[src/irq_standby_pkg.sv]
package irq_standby_pkg;

  // Register map
  localparam logic [15:0] SETTLE_SEL_ADDR  = 16'hFFFA;
  localparam logic [7:0]  SETTLE_SEL_RESET = 8'h04;
  localparam int          SETTLE_SEL_W     = 3;

  // Settle select codes
  localparam logic [2:0] SETTLE_2E12 = 3'h0;
  localparam logic [2:0] SETTLE_2E14 = 3'h1;
  localparam logic [2:0] SETTLE_2E15 = 3'h2;
  localparam logic [2:0] SETTLE_2E16 = 3'h3;
  localparam logic [2:0] SETTLE_2E17 = 3'h4;

  // Exponent of the settle wait after a reset-cleared stop, in oscillator periods
  localparam int RESET_SETTLE_EXP = 17;

  // Kind of service in progress
  typedef enum logic [1:0] {
    SVC_NONE     = 2'b00,
    SVC_MASKABLE = 2'b01,
    SVC_NMI      = 2'b10,
    SVC_BREAK    = 2'b11
  } svc_kind_t;

  // Power state
  typedef enum logic [1:0] {
    PWR_RUN    = 2'b00,
    PWR_HALT   = 2'b01,
    PWR_STOP   = 2'b10,
    PWR_SETTLE = 2'b11
  } pwr_state_t;

endpackage : irq_standby_pkg

[src/nested_irq_and_standby_ctrl.sv]
`timescale 1ns/1ps

// Behaviour
// - High-priority service: nest only priority-0 with enable
// - Low or idle service: nest either priority with enable
// - Enable flag clear refuses every maskable nesting
// - One priority flag per source, 0 is high
// - Non-maskable service refuses all nested interrupts
// - Refused request pends until one instruction after return
// - Status-word, enable, disable, return instructions defer maskable acceptance
// - Flag and mode register writes defer maskable acceptance too
// - Break clears enable; non-maskable still accepted
// - Halt gates CPU clock, oscillator keeps running
// - Stop halts oscillator, or enters halt if a request is pending; interrupt clears after settling
// - Standby keeps all registers and port state
// - Unmasked request clears halt; vector only if enabled
// - Reset loads settle select register with 04H
// - Reset-cleared stop waits 2^17 oscillator periods
// - Settle code selects 2^12..2^17 system periods
// - Settle count starts only after oscillation starts
// - Clock select bit picks oscillator or half rate
module nested_irq_and_standby_ctrl
  import irq_standby_pkg::*;
#(
  parameter int NUM_SRC = 24
)(
  // Clock and reset
  input  wire logic               clk,
  input  wire logic               rst,
  // Register access from the CPU data bus
  input  wire logic [15:0]        reg_addr,
  input  wire logic [7:0]         reg_wdata,
  input  wire logic               reg_wr,
  output logic      [7:0]         reg_rdata,
  // Interrupt sources, flags held in the request, mask and priority registers
  input  wire logic [NUM_SRC-1:0] request_flag,
  input  wire logic [NUM_SRC-1:0] mask_flag,
  input  wire logic [NUM_SRC-1:0] source_priority_flag,
  input  wire logic               nmi_request,
  // Instruction sequencer
  input  wire logic               instr_done,
  input  wire logic               instr_defers,
  input  wire logic               break_instruction,
  input  wire logic               return_from_interrupt,
  input  wire logic               return_from_break,
  input  wire logic               enable_interrupts_instr,
  input  wire logic               disable_interrupts_instr,
  input  wire logic               halt_instr,
  input  wire logic               stop_instr,
  input  wire logic               clock_divide_select,
  // Oscillator
  input  wire logic               osc_running_pin,
  input  wire logic               reset_cleared_stop,
  // Acceptance outputs
  output logic                    accept_maskable,
  output logic                    accept_nmi,
  output logic [NUM_SRC-1:0]      accept_sel,
  output logic                    irq_accept_enable,
  output logic                    in_service_priority,
  // Standby outputs
  output logic                    cpu_clk_gate,
  output logic                    osc_stop,
  output logic                    standby_resume
);

  localparam int CNT_W = 19;

  // Settle count in cycles of the divided or undivided system clock
  function automatic logic [CNT_W-1:0] settle_cycles(input logic [2:0] code,
                                                     input logic       undivided);
    logic [CNT_W-1:0] base;
    base = '0;
    case (code)
      SETTLE_2E12: base = CNT_W'(1) << 12;
      SETTLE_2E14: base = CNT_W'(1) << 14;
      SETTLE_2E15: base = CNT_W'(1) << 15;
      SETTLE_2E16: base = CNT_W'(1) << 16;
      SETTLE_2E17: base = CNT_W'(1) << 17;
      default:     base = CNT_W'(1) << 17;
    endcase
    settle_cycles = undivided ? base : (base << 1);
  endfunction : settle_cycles

  logic [SETTLE_SEL_W-1:0] settle_sel_reg;
  svc_kind_t               svc_reg;
  svc_kind_t               svc_next;
  pwr_state_t              pwr_reg;
  pwr_state_t              pwr_next;
  logic                    ie_reg;
  logic                    isp_reg;
  logic [CNT_W-1:0]        cnt_reg;
  logic                    osc_meta;
  logic                    osc_sync;
  logic [NUM_SRC-1:0]      req_sync_a;
  logic [NUM_SRC-1:0]      req_sync;
  logic                    nmi_meta;
  logic                    nmi_sync;

  // Request flags come from peripheral logic on other edges; synchronise
  // Only the second stage is read by any logic
  always_ff @(posedge clk or posedge rst)
  begin
    if (rst)
    begin
      req_sync_a <= '0;
      req_sync   <= '0;
    end
    else
    begin
      req_sync_a <= request_flag;
      req_sync   <= req_sync_a;
    end
  end

  // Non-maskable request synchroniser
  always_ff @(posedge clk or posedge rst)
  begin
    if (rst)
    begin
      nmi_meta <= 1'b0;
      nmi_sync <= 1'b0;
    end
    else
    begin
      nmi_meta <= nmi_request;
      nmi_sync <= nmi_meta;
    end
  end

  // Oscillator-started synchroniser
  always_ff @(posedge clk or posedge rst)
  begin
    if (rst)
    begin
      osc_meta <= 1'b0;
      osc_sync <= 1'b0;
    end
    else
    begin
      osc_meta <= osc_running_pin;
      osc_sync <= osc_meta;
    end
  end

  // Pending: flag set and unmasked; priority plays no part in setting
  wire [NUM_SRC-1:0] pending   = req_sync & ~mask_flag;
  wire [NUM_SRC-1:0] pend_high = pending & ~source_priority_flag;
  wire               any_high  = |pend_high;
  wire               any_pend  = |pending;
  wire [NUM_SRC-1:0] pick_vec  = any_high ? pend_high : pending;
  wire [NUM_SRC-1:0] pick_one  = pick_vec & (~pick_vec + NUM_SRC'(1));

  // Nesting permission by service kind
  wire allow_by_kind =
    (svc_reg == SVC_NMI)      ? 1'b0 :
    (svc_reg == SVC_MASKABLE && !isp_reg) ? any_high :
    any_pend;

  wire running   = (pwr_reg == PWR_RUN) || (pwr_reg == PWR_HALT);
  // A reserve-class instruction blocks maskable acceptance at its own completion only;
  // the request is then taken when the following instruction completes
  wire reserve_instr = instr_defers || enable_interrupts_instr || disable_interrupts_instr
                       || return_from_interrupt || return_from_break;
  wire window_ok = instr_done && !reserve_instr;
  wire take_nmi  = nmi_sync && (svc_reg != SVC_NMI) && running && instr_done;
  wire take_mask = !take_nmi && ie_reg && allow_by_kind && window_ok
                   && (pwr_reg == PWR_RUN) && !break_instruction;
  wire wake      = any_pend || nmi_sync;

  wire settle_hit = (cnt_reg == CNT_W'(1));
  wire [CNT_W-1:0] settle_load = reset_cleared_stop
    ? (CNT_W'(1) << RESET_SETTLE_EXP)
    : settle_cycles(settle_sel_reg, clock_divide_select);

  always_comb
  begin
    svc_next = svc_reg;
    if (take_nmi)
      svc_next = SVC_NMI;
    else if (take_mask)
      svc_next = SVC_MASKABLE;
    else if (break_instruction && instr_done)
      svc_next = SVC_BREAK;
    else if ((return_from_interrupt || return_from_break) && instr_done)
      svc_next = SVC_NONE;
  end

  always_comb
  begin
    pwr_next = pwr_reg;
    case (pwr_reg)
      PWR_RUN:
      begin
        if (stop_instr && instr_done)
          pwr_next = wake ? PWR_HALT : PWR_STOP;
        else if (halt_instr && instr_done)
          pwr_next = PWR_HALT;
      end
      PWR_HALT:
      begin
        // Any unmasked request wakes, whether or not it is then accepted
        if (wake)
          pwr_next = PWR_RUN;
        else
          pwr_next = PWR_HALT;
      end
      PWR_STOP:
      begin
        // A wake source or a reset-cleared stop starts the settle wait
        if (wake || reset_cleared_stop)
          pwr_next = PWR_SETTLE;
        else
          pwr_next = PWR_STOP;
      end
      PWR_SETTLE:
      begin
        // Leave only once the running oscillator has finished the count
        if (osc_sync && settle_hit)
          pwr_next = PWR_RUN;
        else
          pwr_next = PWR_SETTLE;
      end
      default:    pwr_next = PWR_RUN;
    endcase
  end

  // Settle select register; only the low field is stored
  always_ff @(posedge clk or posedge rst)
  begin
    if (rst)
      settle_sel_reg <= SETTLE_SEL_RESET[SETTLE_SEL_W-1:0];
    else if (reg_wr && reg_addr == SETTLE_SEL_ADDR)
      settle_sel_reg <= reg_wdata[SETTLE_SEL_W-1:0];
  end

  // Enable and in-service flags; acceptance clears enable
  always_ff @(posedge clk or posedge rst)
  begin
    if (rst)
    begin
      ie_reg  <= 1'b0;
      isp_reg <= 1'b1;
    end
    else if (take_nmi)
    begin
      ie_reg  <= 1'b0;
      isp_reg <= 1'b0;
    end
    else if (take_mask)
    begin
      ie_reg  <= 1'b0;
      isp_reg <= |(pick_one & source_priority_flag);
    end
    else if (break_instruction && instr_done)
      ie_reg  <= 1'b0;
    else if (enable_interrupts_instr && instr_done)
      ie_reg  <= 1'b1;
    else if (disable_interrupts_instr && instr_done)
      ie_reg  <= 1'b0;
    else if (return_from_interrupt && instr_done)
      isp_reg <= 1'b1;
  end

  // Service tracking; register state otherwise untouched in standby
  always_ff @(posedge clk or posedge rst)
  begin
    if (rst)
      svc_reg <= SVC_NONE;
    else
      svc_reg <= svc_next;
  end

  // Power state and settle counter; counting waits for oscillator start
  always_ff @(posedge clk or posedge rst)
  begin
    if (rst)
    begin
      pwr_reg <= PWR_RUN;
      cnt_reg <= '0;
    end
    else
    begin
      pwr_reg <= pwr_next;
      if (pwr_reg == PWR_STOP)
        cnt_reg <= settle_load;
      else if (pwr_reg == PWR_SETTLE && osc_sync && !settle_hit)
        cnt_reg <= cnt_reg - CNT_W'(1);
    end
  end

  // Register read data
  always_ff @(posedge clk or posedge rst)
  begin
    if (rst)
      reg_rdata <= 8'h00;
    else
      reg_rdata <= (reg_addr == SETTLE_SEL_ADDR)
                   ? {5'h00, settle_sel_reg} : 8'h00;
  end

  // Acceptance pulses and flag copies; the copies show the flags that
  // decided the acceptance reported in the same cycle
  always_ff @(posedge clk or posedge rst)
  begin
    if (rst)
    begin
      accept_maskable     <= 1'b0;
      accept_nmi          <= 1'b0;
      accept_sel          <= '0;
      irq_accept_enable   <= 1'b0;
      in_service_priority <= 1'b1;
    end
    else
    begin
      accept_maskable     <= take_mask;
      accept_nmi          <= take_nmi;
      accept_sel          <= take_mask ? pick_one : '0;
      irq_accept_enable   <= ie_reg;
      in_service_priority <= isp_reg;
    end
  end

  // Standby outputs follow the next power state, so they change on
  // the edge that enters or leaves standby
  always_ff @(posedge clk or posedge rst)
  begin
    if (rst)
    begin
      cpu_clk_gate   <= 1'b0;
      osc_stop       <= 1'b0;
      standby_resume <= 1'b0;
    end
    else
    begin
      cpu_clk_gate   <= (pwr_next != PWR_RUN);
      osc_stop       <= (pwr_next == PWR_STOP);
      standby_resume <= (pwr_reg != PWR_RUN) && (pwr_next == PWR_RUN);
    end
  end

endmodule : nested_irq_and_standby_ctrl

[config.mk]
export PLATFORM = sky130hd
export DESIGN_NAME = nested_irq_and_standby_ctrl
export DESIGN_NICKNAME = d
export VERILOG_FILES = /design/src/irq_standby_pkg.sv /design/src/nested_irq_and_standby_ctrl.sv
export SDC_FILE = /design/constraint.sdc
export NUM_CORES = 1
export LEC_CHECK = 0
export BUFFER_PORTS_ARGS = -buffer_cell sky130_fd_sc_hd__buf_4
export CAP_MARGIN = 20
export CORE_UTILIZATION = 40
export CTS_BUF_LIST = sky130_fd_sc_hd__clkbuf_4 sky130_fd_sc_hd__clkbuf_8
export CTS_CLUSTER_SIZE = 25
export DETAILED_ROUTE_END_ITERATION = 16
export PLACE_DENSITY = 0.75
export SKIP_CTS_REPAIR_TIMING = 1
export SKIP_LAST_GASP = 1
export SLEW_MARGIN = 0
export SYNTH_ARGS = -nofsm -noshare
export SYNTH_HDL_FRONTEND = slang
export SYNTH_SLANG_ARGS = --single-unit
export TNS_END_PERCENT = 100
[constraint.sdc]
create_clock -name clk -period 7.5 [get_ports clk]
set_clock_uncertainty 0.1 [all_clocks]
set_input_delay 1.5 -clock clk [delete_from_list [all_inputs] [get_ports clk]]
set_output_delay 1.5 -clock clk [all_outputs]
set_load 0.005 [all_outputs]
---- After elaboration in Yosys (flattened, before gate mapping) ----
Index checks and enable logic that the tools add are counted.
W data, S select, Z words.
storage, ports and cells
  bits in registers ....................... 114
  output and inout bits ................... 39
operators by class
  mux-type cells .......................... 32
  eq/ne operators ......................... 15
  add/subtract/negate cells ............... 2
  reduce and logical (&&, ||, !) cells .... 48
  bitwise gates (word level) .............. 7
operators with widths
  cell                     count
  $and A24 B24 Y24         4
  $mux W19                 4
  $not A24 Y24             3
  $pmux W18 S4             1
  $reduce_or A24 Y1        3
  $mux W24                 2
  $add A24 B1 Y24 const B  1
  $logic_and A1 B1 Y1      22
  $eq A19 B1 Y1 const B    1
  $sub A19 B1 Y19 const B  1
  $eq A16 B16 Y1 const B   1
  $mux W2                  8
  $mux W1                  15
  $ne A3 B3 Y1 const B     3
  $eq A2 B2 Y1 const B     4
  $logic_or A1 B1 Y1       8
  $pmux W2 S4              1
  $eq A3 B2 Y1 const B     2
  $reduce_bool A2 Y1       3
  $logic_not A1 Y1         5
  $reduce_bool A5 Y1       1
  $eq A2 B1 Y1 const B     2
  $logic_not A2 Y1         2
  $reduce_and A4 Y1        1
  6 further kinds          6

---- Logic depth before layout (Yosys ltp) ----
Gate-level depths: netlist of run 1.
  depth after elaboration ................. 12
  gate-level depth with buffers ........... 10
  mapped depth without buffers ............ 9

---- Worst setup path before layout of run 1 ----
No wires, ideal clock.
  kind .................................... input-to-reg
  start point ............................. input mask_flag[6]
  end point ............................... register accept_sel[11]
  stages on the path ...................... 9
  required time ........................... 7.289 ns
  path slack .............................. 3.863 ns
  arrival ................................. 3.426 ns
  path through ............................ or3b_2 o221a_2 nand4_2 buf_6 o31ai_1 a21oi_1 inv_1 or3_1 a2111oi_2
between the ends
  cells in the longest elaborated chain, start to end .. 11
  elaborated cells on any way between the ends .. 16
  those cells by class .................... add/sub: 1; mux: 4; bitwise: 5; reduce/logical: 6
ends and longest elaborated chain
  what                                                     RTL line                            RTL
  start, declared                                          nested_irq_and_standby_ctrl.sv:37   input wire logic [NUM_SRC-1:0] mask_flag,
  $not A24 Y24 *                                           nested_irq_and_standby_ctrl.sv:146  wire [NUM_SRC-1:0] pending = req_sync & ~mask_flag;
  $and A24 B24 Y24 *                                       nested_irq_and_standby_ctrl.sv:146
  branches (longest 8 deep; another with $add A24 B1 Y24)  n/a
  $mux W24 *                                               nested_irq_and_standby_ctrl.sv:317  accept_sel <= take_mask ? pick_one : '0;
  end signal, assigned                                     nested_irq_and_standby_ctrl.sv:317
  end, declared                                            nested_irq_and_standby_ctrl.sv:57   output logic [NUM_SRC-1:0] accept_sel,
Every way passes the cells marked *.
A chain may end at the register's enable or synchronous reset.

---- Final worst setup path of run 1 ----
Same ends and word-level chain as after synthesis.

==> metrics.md, run 1 <==
| Metric | Value |
|---|---|
| GRT Overall Usage | between 20% and 30% |
| Cells after synthesis | between 400 and 500 |
| Final Wtd Congestion | 0.906 |
| Clock share of power | between 30% and 40% |
| Reg2Reg Setup Slack | between 4000 and 5000 ps |
| Hold Crit Class | reg2reg |
| Share of cells above drive strength 1 | about a third |
| CTS H-tree lvls | 4 |
| GRT overflow | 0 |
| Post-DP HPWL | 10100 µm |
| CTS tree | yes |
| PortBufs | 140 |
| Tcrit/Tclk final | ~55% |
| Worst-Skew Late Latency | approximately 450 ps |
| Layout Nets | 756 |
| First-pass GRT wire length | between 20000 and 25000 µm |
| Sequential-to-total area share from yosys stat | approximately 54% |
| Die Y | ~120 µm |
| Final WL | around 13000 µm |
| Largest net degree at the start of global routing | 64 |
| Pre-antenna DRT Iters | 5 |
| Hold EP | req_sync[12]$_DFF_PP0_ |
| Design Power | around 1.6 mW |
| P_int | around 1.1 mW |
| Sw Ratio | between 20% and 30% |
| Most common cell after layout, fill and taps aside | buf_4 |
| Core area | about 13000 µm² |
| Biggest regs | accept_sel (24), req_sync (24), req_sync_a (24) |
| Cell variety after synth | 73 |
| 1st-iter DRT viols | roughly 340 |
| # IOs | 151 |
| Die span in x | 117 µm |
| Die area | about 14000 µm² |
| Sequential Power Share | a little over two fifths |
| Slowest cell on the critical path | or3b_2 |
| RR Startpoint | req_sync[12]$_DFF_PP0_ |
| Slew headroom | around 34% |
| Outcome | complete, no violations |
| Worst setup EP type | register |
| Mapped cell area | 5330 µm² |
| Most frequent cells in the layout | buf_4 (144), dfrtp_1 (111), nand2_1 (35) |
| Mean Syn Cell Area | 10.8 µm² |
| DR vias | between 4000 and 5000 |
| Hold violation count in the final report | 0 |
| Power share of the combinational group | between 15 and 20% |
| Setup TNS | 0 ps |
| CP max stage delay | 480 ps |
| CP Max Fanout | 19 |
| CP required | 7730 ps |
| Worst hold start | req_sync_a[12]$_DFF_PP0_ |
| Critical path class | in2reg |
| Area Growth Syn to Fin | 30.9% |
| Arrival time worst endpoint | 4320 ps |
| Clock sinks | 114 |
| RSZ-0062 raised after global routing | no |
| Synth warn | 0 |
| Final Max Slew Viols | 0 |
| Max Freq | ~240 MHz |
| Worst VDD drop | between 0.15 and 0.2 mV |
| Number of global-route vias before repair | 4504 |
| Worst-path clk slew | about 70 ps |
| Residual DRC count | 0 |
| FILL cells | 1143 |
| Worst Max-Slew Pin Slew | between 900 and 1000 ps |
| Async S/R FF share, synth | 100% |
| Psw | ~460 µW |
| Pwr/cell area | 231 nW/µm² |
| CP cell instances | buf_4 -> or3b_2 -> o221a_2 -> nand4_2 -> or3_1 -> buf_4 -> a21oi_1 -> or2_1 -> or3_1 -> a2111oi_2 |
| CP Launch Type | input port |
| Worst R2R Path Depth | 8 |
| Reg-to-reg endpoint | isp_reg$_DFFE_PP1P_ |
| Max-cap viol count | 0 |
| Wirelength per Cell | roughly 16 µm |
| Diodes inserted | 0 |
| CTS root buf | clkbuf_8 |
| Top_reg_cell synth | dfrtp_1 |
| WHS Path Cells | 0 |
| Antenna violations before repair | 0 |
| Leak Pwr | about 3.1 nW |
| Post-synth EDFFs | 0 |
| CTS buffer count | 17 |
| Clock Tree Buf Depth | 2 |
| Antenna viol nets, final | 0 |
| DR vias/cell | between 5 and 6 |
| # rows | ~40 |
| Yosys reg bits | between 100 and 150 |
| Initial Util | between 40% and 50% |
| Final min period | ~4100 ps |
| Setup violators final | 0 |
## routing by layer
layer | part of all wire (%) | global-route usage [%] | routed length [µm] | up-vias
li1 | - | - | - | 2107
met1 | 43 | 25.9 | 5800 | 2166
met2 | 48 | 32.5 | 6510 | 202
met3 | 6.6 | 5.50 | 888 | 25
met4 | 2.0 | 9.98 | 273 | 0
met5 | 0 | 0 | 0 | -
## cells by family (layout without fill, tap and decap cells)
family                     after synthesis  in the layout  share of synthesized area (%)
muxes                                    3              3                          0.634
buffers and inverters                   34            193                           3.24
AOI/OAI and AO/OA                      108            108                           14.7
and+or+nand+nor                        222            222                           26.0
other                                    1              5                         0.0704
DFF                                    114            114                           53.6
xor gates and xnor gates                 8              8                           1.32
adders and majority gates                2              2                          0.470
## worst max path at each step
stage,startpoint,endpoint,cells after the start
floorplan,rst,accept_maskable$_DFF_PP0_,1
CTS,mask_flag[6],accept_sel[11]$_DFF_PP0_,10
detailed placement,mask_flag[6],accept_sel[11]$_DFF_PP0_,10
global placement,mask_flag[6],accept_sel[11]$_DFF_PP0_,10
global route,source_priority_flag[21],accept_sel[23]$_DFF_PP0_,9
finish,mask_flag[6],accept_sel[11]$_DFF_PP0_,10
## Yosys cell counts (4+ instances only)
master | instances | share of area [%]
a2111oi_2 | 4 | 1.1
a211oi_1 | 4 | 0.56
a21o_1 | 7 | 0.99
a21oi_1 | 26 | 2.4
a31oi_1 | 6 | 0.70
and2_1 | 5 | 0.59
buf_4 | 5 | 0.70
clkbuf_1 | 6 | 0.42
dfrtp_1 | 111 | 52
inv_1 | 17 | 1.2
nand2_1 | 35 | 2.5
nand2b_1 | 26 | 3.1
nand3_1 | 17 | 1.6
nand4_1 | 10 | 1.2
nand4b_1 | 6 | 0.99
nor2_1 | 21 | 1.5
nor2b_1 | 16 | 1.9
nor3_1 | 18 | 1.7
nor3b_1 | 15 | 2.1
nor4_1 | 7 | 0.82
nor4b_1 | 5 | 0.82
o21ai_0 | 18 | 1.7
o22ai_1 | 4 | 0.47
o31ai_1 | 11 | 1.6
or2_2 | 4 | 0.47
or3_1 | 10 | 1.2
xnor2_1 | 6 | 0.99
## stage by stage
step	hold WS [ps]	cell area, µm²	util [%]	cells	setup slack (ps)
floorplan	231	5340	-	496	2890
global placement	233	6520	50.9	794	3030
detailed placement	235	6520	50.9	794	2990
CTS	242	6960	54.3	826	3460
global route	251	6970	54.4	827	3290
finish	244	6970	54.4	827	3410
## power by group through the flow
stage | combinational (mW) | clock (mW) | sequential [mW]
after global placement | 0.257 | 0 | 0.710
final | 0.271 | 0.633 | 0.705
after detailed placement | 0.266 | 0 | 0.713
after global routing | 0.298 | 0.673 | 0.711
after CTS | 0.270 | 0.644 | 0.704
after floorplan | 0.174 | 0 | 0.703
## final cells by class
class | instances | area [µm²] | area share, %
well taps | 172 | 215 | 3.09
inverters | 17 | 66.3 | 0.951
clock inverters | 15 | 206 | 2.96
multi-input cells | 348 | 2310 | 33.2
repair buffers | 144 | 1080 | 15.5
clock buffers | 17 | 234 | 3.36
flip-flops and latches | 114 | 2860 | 41.0
## worst max-delay path: cells and delay by family
family	cells	cell delay, ps
AND/OR/NAND/NOR	5	1770
AO/OA/AOI/OAI	3	610
buffers and inverters	2	450
(Power assumes the default switching activity.)
==> inputs of run 2 (changes only) <==
==> constraint.sdc (replaced) <==
create_clock -name clk -period 3.95 [get_ports clk]
set_clock_uncertainty 0.1 [all_clocks]
set_input_delay 0.79 -clock clk [delete_from_list [all_inputs] [get_ports clk]]
set_output_delay 0.79 -clock clk [all_outputs]
set_load 0.005 [all_outputs]
==> run 2 against run 1 <==
Effect of this change: register-to-register slack got worse by 3300 ps; routed wire length decreased by 1.9%; sequential share of layout area decreased by 0.16 points; non-clock buffer count increased by 6; first-iteration DRC count decreased by 6.0%; total power increased by 82%; design area increased by 0.39%; critical path type unchanged.
==> metrics.md, run 2 (synthesis gave the netlist of run 1 again) <==
| Metric | Value |
|---|---|
| Max Freq | 323 MHz |
| CTS H-tree lvls | 4 |
| Largest net degree at the start of global routing | 87 |
| Antenna viol nets, final | 0 |
| Clock Tree Buf Depth | 2 |
| Setup TNS | 0 ps |
| # rows | 41 |
| Sw Ratio | 27.4% |
| Tcrit/Tclk final | 78.3% |
| Pre-antenna DRT Iters | 5 |
| Number of global-route vias before repair | about 4400 |
| Final Wtd Congestion | ~0.9 |
| Slew headroom | 54.5% |
| Worst setup EP type | register |
| Final min period | 3090 ps |
| Clock share of power | a little under two fifths |
| CTS root buf | clkbuf_8 |
| Arrival time worst endpoint | about 3300 ps |
| 1st-iter DRT viols | 315 |
| Most frequent cells in the layout | buf_4 (149), dfrtp_1 (111), nand2_1 (35) |
| RSZ-0062 raised after global routing | no |
| Design Power | around 3 mW |
| Worst-path clk slew | around 60 ps |
| Critical path class | in2reg |
| Critical path origin | mask_flag[6] |
| CTS buffer count | 17 |
| Layout Nets | roughly 760 |
| Psw | between 800 and 900 µW |
| Reg2Reg Setup Slack | slightly below 900 ps |
| CP required | between 4000 and 5000 ps |
| DR vias | roughly 4500 |
| Initial Util | around two fifths |
| Residual DRC count | 0 |
| GRT overflow | 0 |
| Final std cells w/o fill | about 830 |
| GRT Overall Usage | 20.2% |
| Most common cell after layout, fill and taps aside | buf_4 |
| Pwr/cell area | roughly 420 nW/µm² |
| Core area | between 10000 and 15000 µm² |
| Diodes inserted | 0 |
| Biggest regs | accept_sel (24), req_sync (24), req_sync_a (24) |
| P_int | 2.12 mW |
| Wirelength per Cell | 15.9 µm |
| PortBufs | between 100 and 150 |
| Area Growth Syn to Fin | 31.4% |
| Die span in x | roughly 120 µm |
| Reg-to-reg endpoint | isp_reg$_DFFE_PP1P_ |
| Final hold slack | 247 ps |
| CP Launch Type | input port |
| Sequential Power Share | 45.7% |
| Post-DP HPWL | just over 10000 µm |
| Clock sinks | around 110 |
| CP endpoint | accept_sel[11]$_DFF_PP0_ |
| Worst R2R Path Depth | 9 |
| Worst Max-Slew Pin Slew | between 600 and 700 ps |
| First-pass GRT wire length | 21600 µm |
| Power share of the combinational group | between 15 and 20% |
| RR Startpoint | req_sync[12]$_DFF_PP0_ |
| Outcome | complete, no violations |
| Share of cells above drive strength 1 | between 30% and 40% |
| Hold violation count in the final report | 0 |
| Final Max Slew Viols | 0 |
| CP Max Fanout | 15 |
| Worst-Skew Late Latency | approximately 430 ps |
| Leak Pwr | about 3.1 nW |
| Max-cap viol count | 0 |
| Die area | 13800 µm² |
| Die Y | 117 µm |
| Worst VDD drop | roughly 0.23 mV |
| Post-Place Cell Area | ~6600 µm² |
| Dpl cells | approximately 800 |
| DR vias/cell | ~5.4 |
| Hold Crit Class | reg2reg |
| Final WL | approximately 13000 µm |
| Final instance area | ~7000 µm² |
| Setup violators final | 0 |
| # IOs | about 150 |
| Antenna violations before repair | 0 |
| CTS tree | yes |
==> run 2: changes by cell type in the layout (fill, tap and decap cells not counted), sizes merged <==
cell,delta
clkinv,+4
bufinv,-2
clkbuf,+5
clkinvlp,-4
buf,+6
inv,-3
==> run 2: area by class of cell <==
type                    instances  area (µm²)
repair buffers                150        1150
fillers                      1137        5830
well taps                     172         215
inverters                      17        66.3
clock buffers                  22         297
clock inverters                10         106
flip-flops and latches        114        2860
multi-input cells             348        2310
==> run 2: worst max-delay path, stage by stage <==
cell,delay (ps)
buf_4,110
or3b_2,480
o221a_2,140
nand4_2,270
or3_1,210
buf_4,180
a22o_1,170
nand3_1,190
or3_1,420
a2111oi_2,350
==> run 2: worst min-delay path by stage <==
stage / cells past startpoint / end / slack [ps] / from
after floorplan: 0 / nmi_sync$_DFF_PP0_ / 230 / nmi_meta$_DFF_PP0_
after global placement: 0 / req_sync[13]$_DFF_PP0_ / 230 / req_sync_a[13]$_DFF_PP0_
after detailed placement: 0 / req_sync[22]$_DFF_PP0_ / 230 / req_sync_a[22]$_DFF_PP0_
after CTS: 0 / req_sync[18]$_DFF_PP0_ / 250 / req_sync_a[18]$_DFF_PP0_
after global routing: 0 / req_sync[10]$_DFF_PP0_ / 250 / req_sync_a[10]$_DFF_PP0_
final: 0 / req_sync[18]$_DFF_PP0_ / 250 / req_sync_a[18]$_DFF_PP0_
==> run 2: routing by layer <==
metal	vias up	global-route usage [%]	wire length (µm)
li1	2119	-	-
met1	2127	25.7	5780
met2	201	32.0	6230
met3	26	6.27	922
met4	0	8.12	290
met5	-	0	0
==> run 2: stage by stage <==
step / util, % / setup WS (ps)
6_report: 54.6 / 856
5_1_grt: 54.6 / 733
4_1_cts: 54.3 / 896
3_5_place_dp: 51.2 / 424
3_3_place_gp: 51.2 / 477
2_1_floorplan: - / 49.3
==> run 2: power groups by stage <==
stage	sequential (mW)	clock [mW]	combinational, mW
final	1.34	1.08	0.513
after detailed placement	1.36	0	0.508
after global routing	1.35	1.17	0.567
after CTS	1.33	1.11	0.509
after floorplan	1.34	0	0.331
after global placement	1.35	0	0.492
==> inputs of run 3 (changes only) <==
--- a/config.mk
+++ b/config.mk
@@ -11,7 +11,7 @@
 export CTS_BUF_LIST = sky130_fd_sc_hd__clkbuf_4 sky130_fd_sc_hd__clkbuf_8
 export CTS_CLUSTER_SIZE = 25
 export DETAILED_ROUTE_END_ITERATION = 16
-export PLACE_DENSITY = 0.75
+export PLACE_DENSITY = 0.77
 export SKIP_CTS_REPAIR_TIMING = 1
 export SKIP_LAST_GASP = 1
 export SLEW_MARGIN = 0
==> constraint.sdc (replaced) <==
create_clock -name clk -period 2.55 [get_ports clk]
set_clock_uncertainty 0.1 [all_clocks]
set_input_delay 0.51 -clock clk [delete_from_list [all_inputs] [get_ports clk]]
set_output_delay 0.51 -clock clk [all_outputs]
set_load 0.005 [all_outputs]
==> run 3 against run 2 <==
Effect of this change: via count up 17%; global-route usage up 3.0 points; non-clock buffer count up 145; the run now ends with negative setup slack left; largest cell class is now multi-input combinational cells; design area up 25%; critical path depth unchanged; die area unchanged; setup slack worse by 1100 ps; first-iteration DRC count up 15%; total power up 72%; clock power up 56%; clock-buffer cell count down 4.
==> metrics.md, run 3 (synthesis gave the netlist of run 1 again) <==
| Metric | Value |
|---|---|
| Max-cap viol count | 0 |
| Hold violation count in the final report | 0 |
| PortBufs | between 100 and 150 |
| RR Startpoint | req_sync[0]$_DFF_PP0_ |
| Critical path class | reg2reg |
| Initial Util | 41.5% |
| GRT Overall Usage | 23.2% |
| Most frequent cells in the layout | buf_4 (276), dfrtp_1 (111), nand2_1 (32) |
| # IOs | 151 |
| Final Max Slew Viols | 0 |
| Hold Crit Class | in2async |
| Layout Nets | 907 |
| First-pass GRT wire length | about 25000 µm |
| Final hold slack | between 30 and 40 ps |
| Largest net degree at the start of global routing | 48 |
| Worst R2R Path Depth | 10 |
| Pre-CTS WS | -489 ps |
| Worst setup EP type | register |
| Most common cell after layout, fill and taps aside | buf_4 |
| Reg2Reg Setup Slack | -200 ps |
| DR vias | roughly 5200 |
| Outcome | finished, violations left |
| Clock Tree Buf Depth | 2 |
| Dpl cells | a little over 900 |
| Arrival time worst endpoint | around 3000 ps |
| Slew headroom | roughly 59% |
| CTS H-tree lvls | 4 |
| Final std cells w/o fill | between 900 and 1000 |
| Antenna violations before repair | 0 |
| Final WL | 16800 µm |
| Worst-Skew Late Latency | 450 ps |
| Diodes inserted | 0 |
| Reg-to-reg endpoint | isp_reg$_DFFE_PP1P_ |
| Tcrit/Tclk final | 108% |
| Pwr/cell area | between 500 and 600 nW/µm² |
| 1st-iter DRT viols | between 300 and 400 |
| GRT overflow | 0 |
| CP max stage delay | 440 ps |
| Stages on worst setup path | 10 |
| Number of global-route vias before repair | 5093 |
| Setup violators final | 20 |
| Antenna viol nets, final | 0 |
| Pre-antenna DRT Iters | 5 |
| DR vias/cell | roughly 5.3 |
| Residual DRC count | 0 |
| Die area | 13800 µm² |
| CP cell instances | nor3b_4 -> a2111oi_4 -> buf_4 -> nand3_4 -> or3_4 -> buf_6 -> a21o_1 -> and4_4 -> nor4b_4 -> a211o_1 |
| Failing checks | negative setup slack |
| RSZ-0062 raised after global routing | yes |
| Area Growth Syn to Fin | 64.2% |
| Top delay family on crit path | simple AND/OR/NAND/NOR gates |
| Wirelength per Cell | ~17 µm |
| Worst Slack Setup Final | -201 ps |
| Final min period | 2750 ps |
| Slowest cell on the critical path | or3_4 |
| Core area | 12800 µm² |
| Final Wtd Congestion | 0.930 |
| Worst Path Buf+Inv | 2 |
| Post-DP HPWL | about 12000 µm |
| # rows | 41 |
| Worst VDD drop | between 0.4 and 0.5 mV |
| Biggest regs | accept_sel (24), req_sync (24), req_sync_a (24) |
| Max Freq | between 300 and 400 MHz |
| CTS tree | yes |
| CP required | 2810 ps |
| Worst-path clk slew | 80 ps |
| Clock sinks | between 100 and 150 |
| Die span in x | between 100 and 150 µm |
| Leak Pwr | roughly 4.0 nW |
| CTS root buf | clkbuf_8 |
| CP Launch Type | register |
| CTS buffer count | 17 |
| Die Y | 117 µm |
| Share of cells above drive strength 1 | between 50% and 60% |
| Worst Max-Slew Pin Slew | 609 ps |
| CP Max Fanout | 7 |
==> run 3: cell count changes in the layout (fill, tap and decap cells not counted), sizes merged <==
cell / before / now
inv: 17 / 19
buf: 150 / 295
clkinv: 7 / 6
clkinvlp: 1 / 4
clkbuf: 22 / 18
==> run 3: area by class of cell <==
| cell class | count | area [µm²] |
|---|---|---|
| clock buffer | 18 | 248 |
| clock inverter | 14 | 154 |
| fill | 957 | 4080 |
| inverter | 17 | 70.1 |
| multi-input combinational | 348 | 2900 |
| sequential | 114 | 2860 |
| tap | 172 | 215 |
| timing repair buffer | 295 | 2300 |
==> run 3: worst max-delay path by stage <==
stage,slack [ps],start,to
after floorplan,-40,mask_flag[3],isp_reg$_DFFE_PP1P_
after global placement,-450,source_priority_flag[12],isp_reg$_DFFE_PP1P_
after detailed placement,-490,mask_flag[6],accept_sel[12]$_DFF_PP0_
after CTS,-340,req_sync[21]$_DFF_PP0_,isp_reg$_DFFE_PP1P_
after global routing,-310,req_sync[0]$_DFF_PP0_,isp_reg$_DFFE_PP1P_
final,-200,req_sync[0]$_DFF_PP0_,isp_reg$_DFFE_PP1P_
==> run 3: worst register-to-register path, stage by stage, from the launching register on <==
cell and delay [ps]:
dfrtp_1 400, nor3b_4 170, a2111oi_4 390, buf_4 200, nand3_4 70, or3_4 440, buf_6 140, a21o_1 170
and4_4 200, nor4b_4 130, a211o_1 280
==> run 3: power by group <==
part	switching [mW]	total, mW	internal, mW
Clock	0.781	1.68	0.903
Sequential	0.0954	2.05	1.95
Combinational	0.635	1.30	0.664
Total	1.51	5.03	3.52
==> run 3: stage by stage <==
step	power (mW)	utilization [%]	TNS, ps	area [µm²]
floorplan	2.59	-	-98.4	5380
global placement	3.11	58.9	-7260	7560
detailed placement	3.16	58.9	-8160	7560
CTS	4.85	62.0	-4540	7960
global route	5.26	68.2	-3920	8740
finish	5.03	68.2	-1560	8740
==> run 3: layer usage <==
layer	track usage, %	share of wire [%]
met1	29.4	42
met2	36.8	50
met3	5.84	5.5
met4	11.4	2.9
met5	0	0
